File: src/include/wwc_pkg.sv
// Constants, register map and carrier types for the window watchdog configuration block
package wwc_pkg;
  // Register offsets
  localparam logic [7:0] TIMING_ADDR = 8'h1c;
  localparam logic [7:0] CONFIG_ADDR = 8'h1d;
  localparam logic [7:0] STATUS_ADDR = 8'h1e;
  // Reset values
  localparam logic [7:0] TIMING_RST = 8'h00;
  localparam logic [7:0] CONFIG_RST = 8'h01;
  localparam logic [2:0] STATUS_RSV_RST = 3'h0;
  localparam logic [1:0] COUNT_RST = 2'h0;
  // Timing register field positions (each field two bits wide)
  localparam int CLOSE_LSB = 6;
  localparam int OPEN_LSB = 4;
  localparam int LONG_LSB = 2;
  localparam int THR_LSB = 0;
  // Output configuration register bit positions
  localparam int FREEZE_BIT = 7;
  localparam int RSV_HI_BIT = 6;
  localparam int RSV_LO_BIT = 5;
  localparam int BLOCK_BIT = 4;
  localparam int RELOAD_BIT = 3;
  localparam int PD_BIT = 2;
  localparam int POL_BIT = 1;
  localparam int OD_BIT = 0;
  // Status register bit positions
  localparam int ST_RSV_LSB = 5;
  localparam int ST_CLR_FLAG_BIT = 4;
  localparam int ST_FLAG_BIT = 3;
  localparam int ST_CLR_CNT_BIT = 2;
  // Window durations in ms, indexed by the 2-bit select code
  localparam int unsigned CLOSE_MS [4] = '{10, 20, 50, 100};
  localparam int unsigned OPEN_MS [4] = '{20, 100, 200, 600};
  localparam int unsigned LONG_MS [4] = '{200, 600, 2000, 5000};
  // Fault pulses needed for a restart; zero disables restart
  localparam logic [2:0] THR_PULSES [4] = '{3'h0, 3'h1, 3'h2, 3'h4};
  // Clock rate and derived cycles per millisecond
  localparam int unsigned CLK_KHZ = 125000;
  localparam int unsigned MS_CYCLES = CLK_KHZ;
  // Register port request from the serial interface
  typedef struct packed {
    logic wr;
    logic rd;
    logic [7:0] addr;
    logic [7:0] wdata;
  } wwc_req_s;
endpackage

File: src/rtl/wwc_watchdog_config.sv
// Window watchdog configuration, freeze, fault counting and restart request logic
//
// Contract
// - Close window is 10, 20, 50 or 100 ms from timing bits 7-6.
// - Open window is 20, 100, 200 or 600 ms from timing bits 5-4.
// - Long open window is 200, 600, 2000 or 5000 ms from bits 3-2.
// - Freeze bit set blocks writes to all watchdog controls, itself included.
// - Once freeze is written 1, writes of 0 are ignored until reset.
// - Freeze never blocks status clears of restart flag or pulse counter.
// - Reload bit set requests default reload during the restart sequence.
// - Pull-down bit drives the trigger pin pull-down enable.
// - Polarity bit 0 gives active-high fault output, 1 active-low.
// - Drive-type bit 0 push-pull, 1 open-drain; resets to 1.
// - Window, threshold and config fields take defaults from programmed memory; the code loads config bits 4-0 only, leaving freeze and bits 6-5 alone.
// - Restart flag sets on each watchdog restart and holds until cleared.
// - Writing a clear bit gives one clear pulse; it reads back 0.
// - Fault pulse count reads at status bits 1-0.
`timescale 1ns/1ps
module wwc_watchdog_config #(
  parameter int unsigned CYCLES_PER_MS = wwc_pkg::MS_CYCLES
) (
  input wire logic mclk, // 125 MHz clock
  input wire logic rstn, // Synchronous reset, active low
  input wire wwc_pkg::wwc_req_s reg_req, // Register access from the serial port
  output logic [7:0] reg_rdata, // Read data, valid the cycle after rd
  input wire logic otp_load, // Pulse: load defaults from programmed memory
  input wire logic [7:0] otp_timing, // Programmed default of the timing register
  input wire logic [4:0] otp_config, // Programmed defaults of config bits 4-0
  input wire logic fault_req, // Window checker asks for a fault, active high
  output logic fault_out, // Fault output pin level
  output logic fault_out_oe, // Fault output pin drive enable
  output logic trigger_pin_pulldown, // Pull-down enable of the trigger pin
  output logic [31:0] close_window_cycles, // Close window length in clocks
  output logic [31:0] open_window_cycles, // Open window length in clocks
  output logic [31:0] long_window_cycles, // Long open window length in clocks
  output logic restart_req, // Pulse: start a system restart
  output logic reload_defaults_req // Pulse: reload defaults within that restart
);
  logic [7:0] timing;
  logic [7:0] config_reg;
  logic [2:0] status_rsv;
  logic restart_occurred_flag;
  logic [1:0] fault_pulse_count;
  logic fault_prev;

  // Decode
  wire freeze = config_reg[wwc_pkg::FREEZE_BIT];
  wire timing_wr = reg_req.wr && reg_req.addr == wwc_pkg::TIMING_ADDR && !freeze;
  wire config_wr = reg_req.wr && reg_req.addr == wwc_pkg::CONFIG_ADDR && !freeze;
  wire status_wr = reg_req.wr && reg_req.addr == wwc_pkg::STATUS_ADDR;
  wire clr_flag = status_wr && reg_req.wdata[wwc_pkg::ST_CLR_FLAG_BIT];
  wire clr_count = status_wr && reg_req.wdata[wwc_pkg::ST_CLR_CNT_BIT];

  // Fault counting and threshold compare
  wire [1:0] thr_sel = timing[wwc_pkg::THR_LSB +: 2];
  wire [2:0] thr = wwc_pkg::THR_PULSES[thr_sel];
  wire rise = fault_req && !fault_prev;
  wire [2:0] count_inc = {1'b0, fault_pulse_count} + 3'h1;
  wire hit = rise && thr != 3'h0 && count_inc >= thr;
  wire blocked = config_reg[wwc_pkg::BLOCK_BIT] && restart_occurred_flag;
  wire fire = hit && !blocked;
  wire [1:0] count_sat = (fault_pulse_count == 2'h3) ? 2'h3 : count_inc[1:0];
  // A pulse that lands on a clear still counts, so no fault is lost
  wire [1:0] count_base = clr_count ? wwc_pkg::COUNT_RST : fault_pulse_count;
  wire [1:0] next_count = fire ? wwc_pkg::COUNT_RST
                        : rise ? ((clr_count) ? 2'h1 : count_sat)
                        : count_base;
  wire next_flag = fire || (restart_occurred_flag && !clr_flag);

  wire [1:0] close_window_sel = timing[wwc_pkg::CLOSE_LSB +: 2];
  wire [1:0] open_window_sel = timing[wwc_pkg::OPEN_LSB +: 2];
  wire [1:0] long_first_window_sel = timing[wwc_pkg::LONG_LSB +: 2];

  wire level = fault_req ^ config_reg[wwc_pkg::POL_BIT];
  wire [7:0] next_rdata = !reg_req.rd ? 8'h00
    : reg_req.addr == wwc_pkg::TIMING_ADDR ? timing
    : reg_req.addr == wwc_pkg::CONFIG_ADDR ? config_reg
    : reg_req.addr == wwc_pkg::STATUS_ADDR ? {status_rsv, 1'b0, restart_occurred_flag, 1'b0, fault_pulse_count}
    : 8'h00;

  always_ff @(posedge mclk) begin
    if (!rstn) begin
      timing <= wwc_pkg::TIMING_RST;
    end else if (otp_load) begin
      timing <= otp_timing;
    end else if (timing_wr) begin
      timing <= reg_req.wdata;
    end
  end

  // Programmed reload leaves the freeze bit alone: only reset clears it
  always_ff @(posedge mclk) begin
    if (!rstn) begin
      config_reg <= wwc_pkg::CONFIG_RST;
    end else if (otp_load) begin
      config_reg[4:0] <= otp_config;
    end else if (config_wr) begin
      config_reg <= reg_req.wdata;
    end
  end

  always_ff @(posedge mclk) begin
    if (!rstn) begin
      status_rsv <= wwc_pkg::STATUS_RSV_RST;
    end else if (status_wr) begin
      status_rsv <= reg_req.wdata[wwc_pkg::ST_RSV_LSB +: 3];
    end
  end

  always_ff @(posedge mclk) begin
    if (!rstn) begin
      restart_occurred_flag <= 1'b0;
      fault_pulse_count <= wwc_pkg::COUNT_RST;
      fault_prev <= 1'b0;
      restart_req <= 1'b0;
      reload_defaults_req <= 1'b0;
    end else begin
      restart_occurred_flag <= next_flag;
      fault_pulse_count <= next_count;
      fault_prev <= fault_req;
      restart_req <= fire;
      reload_defaults_req <= fire && config_reg[wwc_pkg::RELOAD_BIT];
    end
  end

  always_ff @(posedge mclk) begin
    if (!rstn) begin
      fault_out <= 1'b0;
      fault_out_oe <= 1'b1;
      trigger_pin_pulldown <= 1'b0;
      reg_rdata <= 8'h00;
    end else begin
      fault_out <= level;
      fault_out_oe <= !config_reg[wwc_pkg::OD_BIT] || !level;
      trigger_pin_pulldown <= config_reg[wwc_pkg::PD_BIT];
      reg_rdata <= next_rdata;
    end
  end

  // Durations are products of small tables; registering them keeps the multipliers off the outputs
  always_ff @(posedge mclk) begin
    if (!rstn) begin
      close_window_cycles <= 32'(wwc_pkg::CLOSE_MS[0] * CYCLES_PER_MS);
      open_window_cycles <= 32'(wwc_pkg::OPEN_MS[0] * CYCLES_PER_MS);
      long_window_cycles <= 32'(wwc_pkg::LONG_MS[0] * CYCLES_PER_MS);
    end else begin
      close_window_cycles <= 32'(wwc_pkg::CLOSE_MS[close_window_sel] * CYCLES_PER_MS);
      open_window_cycles <= 32'(wwc_pkg::OPEN_MS[open_window_sel] * CYCLES_PER_MS);
      long_window_cycles <= 32'(wwc_pkg::LONG_MS[long_first_window_sel] * CYCLES_PER_MS);
    end
  end
endmodule

File: config.mk
export PLATFORM = sky130hd
export DESIGN_NAME = wwc_watchdog_config
export DESIGN_NICKNAME = d
export VERILOG_FILES = /design/src/include/wwc_pkg.sv /design/src/rtl/wwc_watchdog_config.sv
export SDC_FILE = /design/constraint.sdc
export NUM_CORES = 1
export LEC_CHECK = 0
export ABC_CLOCK_PERIOD_IN_PS = 3600
export BUFFER_PORTS_ARGS = -buffer_cell sky130_fd_sc_hd__buf_4
export CAP_MARGIN = 5
export CORE_ASPECT_RATIO = 1.75
export CORE_MARGIN = 2
export CORE_UTILIZATION = 33
export CTS_BUF_LIST = sky130_fd_sc_hd__clkbuf_8
export DETAILED_ROUTE_END_ITERATION = 16
export SYNTH_ARGS = -nofsm -noshare
export SYNTH_HDL_FRONTEND = slang
export SYNTH_SLANG_ARGS = --single-unit
File: constraint.sdc
create_clock -name mclk -period 3.6 [get_ports mclk]
set_input_delay 0.54 -clock mclk [delete_from_list [all_inputs] [get_ports mclk]]
set_output_delay 0.54 -clock mclk [all_outputs]
set_load 0.01 [all_outputs]
==> key figures, run 1 <==
Drt
  • # DRC: 0
  • Vias: ~4,500
  • TritonRoute pass-1 iters: 4
  • Wire per inst: about 15 um
  • Final WL: around 14,000 um
  • ANT nets after route: 0
  • Vias per cell: ~5.0
  • Iteration-0 DRC Markers: approximately 170

Run
  • Maxcap violations: 0

Critical path
  • Critical Path RT: between 3000 and 4000 ps
  • Critical path's slowest cell: dfxtp_4
  • CP Buf/Inv Count: 2
  • Largest stage delay, worst path: 410 ps
  • Worst-path cell chain: inv_4 -> ha_4 -> buf_4 -> xor2_1 -> a22o_1 -> nand2_1 -> o21ai_0 -> ha_1 -> ha_4 -> ha_4 -> ha_4 -> a2111o_1 -> nor3b_2 -> nand2_1 -> a311o_1
  • Crit-path max FO: 7
  • Delay-heaviest family, CP: adder cells
  • FF-to-FF Start: timing[4]$_SDFFE_PN0P_
  • CP Capture Type: flop
  • Worst EP arrival: 3740 ps
  • CP most frequent cell: ha_4
  • Reg-to-Reg End: open_window_cycles[27]$_SDFF_PN0_
  • Reg2reg path depth: 15
  • Kind of critical path: flop to flop
  • Startpoint Class: flop
  • R2r setup slk: about 120 ps

Logic synthesis
  • Post-synth ARST share: 0%
  • Simple-gate portion of the synthesized area: 19.2%
  • Post-Syn Instances: between 500 and 600
  • Synth Cell Area: 5400 sq um
  • Largest family of logic cells by synthesized area: simple AND/OR/NAND/NOR gates
  • Ys flop type: dfxtp_1
  • Cell taking the most area after synthesis: dfxtp_1
  • #FFs+latches synth: between 90 and 100
  • Number of synthesized flops with an enable pin: 0
  • Synth Area in XOR/XNOR: under 10%
  • Synth Area in Adders: between 10% and 20%
  • Netlist cell types: between 60 and 70
  • Count leader, synth: dfxtp_1
  • Ys Warns: 0
  • Compound-Gate Fraction of Synth Area: roughly an eighth
  • Post-synthesis mux area share: under 10%
  • Avg Inst Size Synth: 9.15 sq um
  • Share of the yosys chip area belonging to registers: 35.2%
  • Largest cells by area after synthesis: dfxtp_1 35%, ha_1 16%, buf_4 5.3%
  • Commonest cells post-synth: 95 x dfxtp_1, 71 x ha_1, 46 x nand2_1
  • Yosys top cell area share: between 30% and 40%

GRT
  • GRT overflow: 0
  • Vias in the first global route: 4,458
  • Largest net degree at the start of global routing: 33
  • Gr usage total: 16.1%
  • First-pass GRT wire length: ~22,000 um
  • Initial antenna violation count: 0

Power
  • PwrDens: 359 nW/um^2
  • Total Power: around 2.4 mW
  • P_sw: around 0.74 mW
  • Max VDD drop: roughly 0.00016 V
  • Power Internal: between 1.5 and 2 mW
  • Sw frac: a little under a third
  • Clock power share: between 20% and 30%
  • Leak pwr: 3.09 nW
  • Combinational share of power: 23.6%
  • Reg power frac: 47.6%

STA
  • Final period utilization: a little over nine tenths
  • Min Hold Slack: slightly above 400 ps
  • Max_slew headroom: 53.1%
  • Final hold vios: 0
  • Final setup skew: about 9.0 ps
  • RSZ-0062 raised after global routing: no
  • Slew at the pin closest to its max-slew limit: 702 ps
  • Final setup vio count: 0
  • Fmax: 0.288 GHz
  • Final Max Tran Viols: 0
  • Fin crit period: about 3500 ps

Final layout
  • Multi-input logic area: approximately 3200 sq um
  • Final nets: a little over 800
  • Layout cell share with drive strength beyond 1: between 20% and 30%
  • Max reg flops: 21
  • Fin area: around 6700 sq um
  • Syn-to-layout area delta: 23.7%
  • Ant diodes: 0
  • Reg area: around 1900 sq um
  • Register name with the most flops: long_window_cycles
  • Largest registers: long_window_cycles (21), close_window_cycles (19), open_window_cycles (19)
  • Fillers: about 1,600

Placed design
  • Port-buffer cells: around 120
  • Hpwl dp: ~11,000 um
  • Placer Congestion: approximately 0.86
  • Post-DP Area: ~6400 sq um

Die
  • Initial Util: 33.8%
  • Die H: 173 um
  • Die width: around 100 um
  • Row count: between 60 and 70
  • CORE AREA: between 15,000 and 20,000 sq um
  • Die area: 17,400 sq um
  • IO Count: roughly 140

Clock tree
  • H-tree depth: 3
  • Clock slew at reported path FFs: 100 ps
  • Total setup buffers inserted after CTS: 0
  • CTS Buf Count: 9
  • Max Root-Sink Buffers: 2
  • CTS Root Cell: clkbuf_8
  • Clk sinks: 95
  • CTS tree: yes
  • Skew-Pair Late Insertion Delay: around 370 ps

Hold path
  • Worst Hold Class: primary input to flop
  • Hold Path Origin: fault_req
  • Hold Path Depth: 2
  • Worst Hold Endpoint: fault_prev$_SDFF_PN0_

Outcome
  • Status: complete, no violations
-- through the flow --
stage          cells  utilization, %  worst slack [ps]  setup TNS (ps)
6_report         898            41.9               124               0
5_1_grt          898            41.9              22.0               0
4_1_cts          898            41.8              52.1               0
3_5_place_dp     882            40.4             -70.4           -70.4
3_3_place_gp     882            40.4              25.6               0
2_1_floorplan    615               -              6.77               0
-- per-layer routing --
metal,global-route usage (%),up-vias,part of all wire [%]
li1,-,2204,-
met1,17.9,2129,40
met2,29.1,162,53
met3,2.51,36,4.3
met4,7.48,0,3.1
met5,0,-,0
-- worst reg2reg max path, stage by stage (launching register included) --
cell      delay, ps
dfxtp_4         410
inv_4            60
ha_4            160
buf_4           160
xor2_1          160
a22o_1          200
nand2_1          70
o21ai_0          80
ha_1            360
ha_4            240
ha_4            240
ha_4            240
a2111o_1        400
nor3b_2         220
nand2_1          80
a311o_1         310
-- cells by family (layout without fill, tap and decap cells) --
family                     Yosys count  count (layout)
AOI/OAI and AO/OA                  104             104
xor gates and xnor gates            23              23
buffers and inverters               90             184
adders and majority gates           71              71
and+or+nand+nor                    189             189
muxes                               17              17
other                                1              26
DFF                                 95              95
-- worst max-delay path by stage --
stage                                       from                           endpoint  cells after the start
after floorplan           timing[4]$_SDFFE_PN0P_  open_window_cycles[27]$_SDFF_PN0_                     15
after global placement    timing[4]$_SDFFE_PN0P_  open_window_cycles[27]$_SDFF_PN0_                     15
after detailed placement  timing[4]$_SDFFE_PN0P_  open_window_cycles[27]$_SDFF_PN0_                     15
after CTS                 timing[4]$_SDFFE_PN0P_  open_window_cycles[27]$_SDFF_PN0_                     15
after global routing      timing[4]$_SDFFE_PN0P_  open_window_cycles[27]$_SDFF_PN0_                     15
final                     timing[4]$_SDFFE_PN0P_  open_window_cycles[27]$_SDFF_PN0_                     15
-- layout make-up --
class	instances	share of cell area, %
Multi-Input combinational cell	430	47.7
Inverter	29	1.67
Sequential cell	95	28.6
Timing Repair Buffer	139	15.6
Clock inverter	6	0.787
Tap cell	189	3.54
Clock buffer	10	2.06
-- placed cells by master (no fill, tap or decap), types with 9 or more instances in the layout --
cell	synthesis	layout
xnor2_1	12	12
a21oi_1	29	29
ha_1	71	65
mux2i_1	17	17
nand2_1	46	46
nor2_1	35	35
and2_1	21	21
o21ai_0	22	22
nand2b_1	15	15
conb_1	1	26
inv_1	29	27
nor3_1	10	10
buf_4	38	139
nor2b_1	9	9
xor2_1	11	11
dfxtp_1	95	93
nand3_1	11	11
clkbuf_8	0	10
-- power groups by stage --
stage	registers, mW	clock network [mW]	logic, mW
floorplan	1.18	0	0.341
global placement	1.16	0	0.547
detailed placement	1.17	0	0.556
CTS	1.14	0.718	0.566
global route	1.15	0.754	0.623
finish	1.14	0.691	0.565
-- timing repair --
action / CTS / global route
hold endpoints to repair: 0 / 0
endpoints found under the setup margin: 2 / 1
pin swaps: 1 / 5
hold buffers: 0 / 0
gates resized for setup: 4 / 2
cloned: 0 / 0
No activity file was read; power rests on OpenSTA's default activity.
==> run 2: changes to the inputs <==
ABC_CLOCK_PERIOD_IN_PS = 4400   (was 3600)
clock period = 4.4 ns   (was 3.6 ns; I/O delays follow)
==> run 2 against run 1 <==
  * Cell count fell by 1.9%
  * Clock power fell by 9.1%
  * Non-clock buffer count fell by 17
  * Die area did not move
  * Worst setup slack improved by 190 ps
  * Worst hold slack improved by 39 ps
  * Largest power group unchanged
  * Critical path type unchanged
  * Critical path depth did not move
==> key figures, run 2 (same netlist as run 1, synthesis figures left out) <==
Outcome
  • Status: complete, no violations

STA
  • Final setup vio count: 0 (unchanged)
  • Max_slew headroom: 35.2% (-18 points)
  • Fin crit period: 4090 ps (+609 ps)
  • Sum of negative setup slack: 0 ps (unchanged)
  • Final hold vios: 0 (unchanged)
  • Final Max Tran Viols: 0 (unchanged)
  • Fmax: 0.245 GHz (-15%)
  • RSZ-0062 raised after global routing: no
  • Final period utilization: 92.9% (-3.7 points)
  • Slew at the pin closest to its max-slew limit: 971 ps (+269 ps)
  • Final setup skew: 14.9 ps (+5.86 ps)
  • Final worst slack: 314 ps (+191 ps)

Power
  • Leak pwr: 3.02 nW (-2.4%)
  • PwrDens: 307 nW/um^2 (-15%)
  • Max VDD drop: 0.000148 V (-10%)

Final layout
  • Ant diodes: 0 (unchanged)
  • Fillers: 1,607 (+3.1%)
  • Largest registers: long_window_cycles (21), close_window_cycles (19), open_window_cycles (19)
  • Commonest non-fill, non-tap cell in the layout: buf_4
  • Max reg flops: 21 (unchanged)
  • Most frequent cells in the layout: 122 x buf_4, 95 x dfxtp_1, 70 x ha_1, 46 x nand2_1, 35 x nor2_1
  • Syn-to-layout area delta: 20.2%
  • Layout cell share with drive strength beyond 1: 22.0% (-3.1 points)
  • Final nets: 793 (-2.1%)
  • Register name with the most flops: long_window_cycles

Drt
  • Iteration-0 DRC Markers: 185 (+12%)
  • Vias per cell: 5.02 (-0.54%)
  • Vias: 4,421 (-2.4%)
  • Wire per inst: 15.8 um (+1.7%)
  • TritonRoute pass-1 iters: 4 (unchanged)
  • Final WL: 13,900 um (-0.20%)
  • ANT nets after route: 0 (unchanged)
  • # DRC: 0 (unchanged)

Critical path
  • Largest stage delay, worst path: 450 ps (+40 ps)
  • Critical Path RT: 4670 ps (+810 ps)
  • Critical path's slowest cell: a2111o_1
  • Worst-path cell chain: inv_1 -> ha_2 -> inv_1 -> ha_1 -> a22o_1 -> nand2_1 -> o21ai_0 -> ha_1 -> ha_1 -> ha_1 -> ha_1 -> a2111o_1 -> nor3b_2 -> nand2_1 -> a311o_1
  • Kind of critical path: flop to flop
  • Crit-path max FO: 8 (+1)
  • Startpoint Class: flop
  • CP most frequent cell: ha_1
  • Worst EP arrival: 4360 ps (+620 ps)
  • CP Capture Type: flop

Clock tree
  • Skew-Pair Late Insertion Delay: 390 ps (+20 ps)
  • H-tree depth: 3 (unchanged)
  • CTS Buf Count: 9 (unchanged)
  • Clk sinks: 95 (unchanged)
  • CTS resizes: 0 (-4)
  • Clock slew at reported path FFs: 110 ps (about the same)
  • CTS Root Cell: clkbuf_8
  • CTS tree: yes
  • Cts hold-fix bufs: 0 (unchanged)
  • Max Root-Sink Buffers: 2 (unchanged)
  • Total setup buffers inserted after CTS: 0 (unchanged)

Hold path
  • Worst Hold Class: flop to flop

Placed design
  • Hpwl dp: 10,400 um (-4.4%)
  • Placement Setup Slack: 235 ps (+306 ps)
  • Port-buffer cells: 118 (unchanged)
  • Placer Congestion: 0.917 (+7.2%)

GRT
  • GRT overflow: 0 (unchanged)
  • Gr usage total: 16.0% (-0.11 points)
  • Largest net degree at the start of global routing: 62 (+88%)
  • Vias in the first global route: 4,536 (+1.7%)
  • First-pass GRT wire length: 22,300 um (-0.34%)
  • Initial antenna violation count: 0 (unchanged)

Die
  • Initial Util: 33.8% (unchanged)
  • CORE AREA: 16,000 sq um (unchanged)
  • Die area: 17,400 sq um (unchanged)
  • IO Count: 144 (unchanged)
  • Row count: 61 (unchanged)
  • Die H: 173 um (unchanged)
  • Die width: 101 um (unchanged)

Run
  • Maxcap violations: 0 (unchanged)
[run 2: cell types whose count changed in the layout (fill, tap and decap cells not counted), sizes merged]
cell      delta
buf         -17
clkbuf       -1
inv          +1
bufinv       +1
clkinvlp     -1
[run 2: power by group]
part / switching (mW) / internal, mW
Clock: 0.352 / 0.276
Sequential: 0.0278 / 0.908
Combinational: 0.234 / 0.193
Total: 0.614 / 1.38
[run 2: layer usage]
metal	GRT usage [%]	share of wire (%)	vias up
li1	-	-	2171
met1	17.3	40	2068
met2	29.6	53	151
met3	2.10	4.4	31
met4	7.48	3.0	0
met5	0	0	-
[run 2: critical path, delay by kind of cell (launching register included)]
kind / cells / cell delay, ps
buf+inv: 2 / 240
fa+ha+maj: 6 / 1910
simple gates: 3 / 350
compound gates: 4 / 1090
flops: 1 / 390
[run 2: cell type report]
| cell class | instances | area (sq um) | area share [%] |
|---|---|---|---|
| multi-input cells | 430 | 3110 | 48.0 |
| clock inverters | 7 | 86.3 | 1.33 |
| repair buffers | 122 | 916 | 14.1 |
| well taps | 189 | 236 | 3.65 |
| clock buffers | 9 | 124 | 1.91 |
| flip-flops and latches | 95 | 1900 | 29.3 |
| inverters | 29 | 109 | 1.68 |
[run 2: path summary, 6_finish.rpt]
| kind | to | startpoint | slack, ps | cells past startpoint |
|---|---|---|---|---|
| max | open_window_cycles[27]$_SDFF_PN0_ | timing[4]$_SDFFE_PN0P_ | 310 | 15 |
| min reg2reg | fault_out_oe$_SDFF_PN1_ | config_reg[0]$_SDFFE_PN1P_ | 450 | 1 |
| max reg2reg | open_window_cycles[27]$_SDFF_PN0_ | timing[4]$_SDFFE_PN0P_ | 310 | 15 |
| min | fault_out_oe$_SDFF_PN1_ | config_reg[0]$_SDFFE_PN1P_ | 450 | 1 |
[run 2: per-stage QoR]
step                      std cells  hold WS (ps)  total power, mW  utilization, %  cell area [sq um]
final                           881           447             1.99            40.7               6490
after global routing            881           467             2.09            40.7               6490
after CTS                       881           446             2.01            40.6               6480
after detailed placement        865           431             1.38            39.3               6270
after global placement          865           429             1.37            39.3               6270
after floorplan                 615           368             1.24               -               5490
==> run 3: changes to the inputs <==
CORE_ASPECT_RATIO = 2   (was 1.75)
==> run 3 against run 2 <==
  * Sequential share of layout area is 0.11 points higher
  * First-iteration DRC count shrank 36%
  * Critical path type unchanged
  * Clock power shrank 17%
  * Cell count increased by 1.6%
  * Flip-flop and latch count unchanged
  * Maximum frequency down 0.76%
  * Non-clock buffer count unchanged
  * Largest cell class unchanged
==> key figures, run 3 (same netlist as run 1, synthesis figures left out) <==
Outcome
  • Status: complete, no violations

GRT
  • First-pass GRT wire length: 20,300 um (-9.1%)
  • Initial antenna violation count: 0 (unchanged)
  • Largest net degree at the start of global routing: 62 (unchanged)
  • Gr usage total: 14.5% (-1.4 points)
  • Vias in the first global route: 4,065 (-10%)
  • GRT overflow: 0 (unchanged)

Critical path
  • Worst EP arrival: 4380 ps (+20 ps)
  • CP Buf/Inv Count: 2 (unchanged)
  • Startpoint Class: flop
  • Critical path's slowest cell: a2111o_1
  • CP Capture Type: flop
  • FF-to-FF Start: timing[4]$_SDFFE_PN0P_
  • Reg2reg path depth: 15 (unchanged)
  • Delay-heaviest family, CP: adder cells
  • Reg-to-Reg End: open_window_cycles[27]$_SDFF_PN0_
  • Critical path depth: 15 (unchanged)
  • Crit-path max FO: 8 (unchanged)
  • Worst-path cell chain: inv_1 -> ha_2 -> inv_1 -> ha_1 -> a22o_1 -> nand2_1 -> o21ai_0 -> ha_1 -> ha_1 -> ha_1 -> ha_1 -> a2111o_1 -> nor3b_1 -> nand2_1 -> a311o_1
  • R2r setup slk: 280 ps (-30 ps)
  • Largest stage delay, worst path: 420 ps (-30 ps)
  • Kind of critical path: flop to flop
  • CP most frequent cell: ha_1
  • Critical Path RT: 4660 ps (about the same)

Drt
  • ANT nets after route: 0 (unchanged)
  • TritonRoute pass-1 iters: 6 (+2)
  • Iteration-0 DRC Markers: 119 (-36%)
  • Vias: 4,332 (-2.0%)
  • Vias per cell: 4.84 (-3.5%)
  • Wire per inst: 14.2 um (-10%)
  • Final WL: 12,700 um (-8.7%)
  • # DRC: 0 (unchanged)

STA
  • Slew at the pin closest to its max-slew limit: 866 ps (-105 ps)
  • Final worst slack: 283 ps (-31.4 ps)
  • Final Max Tran Viols: 0 (unchanged)
  • Max_slew headroom: 42.1% (+6.9 points)
  • Final period utilization: 93.6% (+0.71 points)
  • Min Hold Slack: 449 ps (+1.72 ps)
  • Fmax: 0.243 GHz (-0.76%)
  • Final setup vio count: 0 (unchanged)
  • Sum of negative setup slack: 0 ps (unchanged)
  • RSZ-0062 raised after global routing: no
  • Fin crit period: 4120 ps (+31.4 ps)
  • Final hold vios: 0 (unchanged)
  • Final setup skew: 8.54 ps (-6.34 ps)

Final layout
  • Multi-input logic area: 3110 sq um (-0.16%)
  • Fillers: 1,623 (+1.0%)
  • Register name with the most flops: long_window_cycles
  • Commonest non-fill, non-tap cell in the layout: buf_4
  • Ant diodes: 0 (unchanged)
  • Layout cell share with drive strength beyond 1: 21.6% (-0.40 points)
  • Most frequent cells in the layout: 122 x buf_4, 95 x dfxtp_1, 70 x ha_1, 46 x nand2_1, 35 x nor2_1
  • Syn-to-layout area delta: 19.7%
  • Final nets: 793 (unchanged)
  • Max reg flops: 21 (unchanged)
  • Reg area: 1900 sq um (unchanged)
  • Largest registers: long_window_cycles (21), close_window_cycles (19), open_window_cycles (19)

Power
  • PwrDens: 290 nW/um^2 (-5.4%)
  • Leak pwr: 3.00 nW (-0.82%)
  • Max VDD drop: 0.000138 V (-6.3%)

Die
  • IO Count: 144 (unchanged)
  • CORE AREA: 16,100 sq um (+0.95%)
  • Die area: 17,500 sq um (+0.13%)
  • Die width: 94.4 um (-6.2%)
  • Row count: 66 (+8.2%)
  • Initial Util: 33.5% (-0.32 points)
  • Die H: 185 um (+6.7%)

Clock tree
  • CTS tree: yes
  • Clk sinks: 95 (unchanged)
  • CTS Root Cell: clkbuf_8
  • CTS Buf Count: 9 (unchanged)
  • H-tree depth: 3 (unchanged)
  • Total setup buffers inserted after CTS: 0 (unchanged)
  • CTS resizes: 0 (unchanged)
  • Cts hold-fix bufs: 0 (unchanged)
  • Clock slew at reported path FFs: 100 ps (about the same)
  • Skew-Pair Late Insertion Delay: 370 ps (-20 ps)
  • Max Root-Sink Buffers: 2 (unchanged)

Placed design
  • Port-buffer cells: 118 (unchanged)
  • Placer Congestion: 0.832 (-9.3%)
  • Hpwl dp: 9400 um (-9.2%)
  • Placement Setup Slack: 226 ps (-9.02 ps)

Hold path
  • Hold Path Depth: 1 (unchanged)
  • Worst Hold Class: flop to flop
  • Worst Hold Endpoint: fault_out_oe$_SDFF_PN1_
  • Hold Path Origin: config_reg[0]$_SDFFE_PN1P_

Run
  • Maxcap violations: 0 (unchanged)
[run 3: cell count changes in the layout (fill, tap and decap cells not counted), sizes merged]
cell / before / now
inv: 33 / 31
clkbuf: 9 / 10
clkinvlp: 1 / 3
clkinv: 1 / 0
bufinv: 1 / 0
[run 3: cell type report]
cell class | instances | share of cell area, %
multi-input combinational | 430 | 48.1
sequential | 95 | 29.4
tap | 204 | 3.95
clock inverter | 5 | 0.542
clock buffer | 10 | 2.13
timing repair buffer | 122 | 14.2
inverter | 29 | 1.68
[run 3: worst max path at each step]
| stage | from | slack, ps | endpoint |
|---|---|---|---|
| after floorplan | timing[4]$_SDFFE_PN0P_ | 590 | open_window_cycles[27]$_SDFF_PN0_ |
| after global placement | timing[4]$_SDFFE_PN0P_ | 380 | open_window_cycles[27]$_SDFF_PN0_ |
| after detailed placement | timing[4]$_SDFFE_PN0P_ | 230 | open_window_cycles[27]$_SDFF_PN0_ |
| after CTS | timing[4]$_SDFFE_PN0P_ | 200 | open_window_cycles[27]$_SDFF_PN0_ |
| after global routing | timing[4]$_SDFFE_PN0P_ | 60 | open_window_cycles[27]$_SDFF_PN0_ |
| final | timing[4]$_SDFFE_PN0P_ | 280 | open_window_cycles[27]$_SDFF_PN0_ |
[run 3: report_power, final]
part	switching [mW]	internal, mW
sequential	0.0282	0.908
combinational	0.226	0.191
clock	0.305	0.218
total	0.559	1.32
[run 3: worst reg2reg max path: stages (launching register included)]
cell and delay, ps:
dfxtp_1 390, inv_1 170, ha_2 290, inv_1 80, ha_1 360, a22o_1 250, nand2_1 60, o21ai_0 90
ha_1 290, ha_1 290, ha_1 290, ha_1 350, a2111o_1 420, nor3b_1 270, nand2_1 90, a311o_1 320
[run 3: per-layer routing]
layer	up-vias	global-route usage (%)	wire, um
met5	-	0	0
met4	0	4.06	145
met3	11	3.42	806
met2	145	23.1	5870
met1	2002	19.7	5850
li1	2174	-	-
[run 3: metrics by stage]
stage | cell area [sq um] | instances | utilization (%) | total power [mW]
2_1_floorplan | 5490 | 615 | - | 1.24
4_1_cts | 6460 | 895 | 40.1 | 1.90
5_1_grt | 6460 | 895 | 40.1 | 1.99
3_3_place_gp | 6290 | 880 | 39.0 | 1.37
6_report | 6460 | 895 | 40.1 | 1.88
3_5_place_dp | 6290 | 880 | 39.0 | 1.37
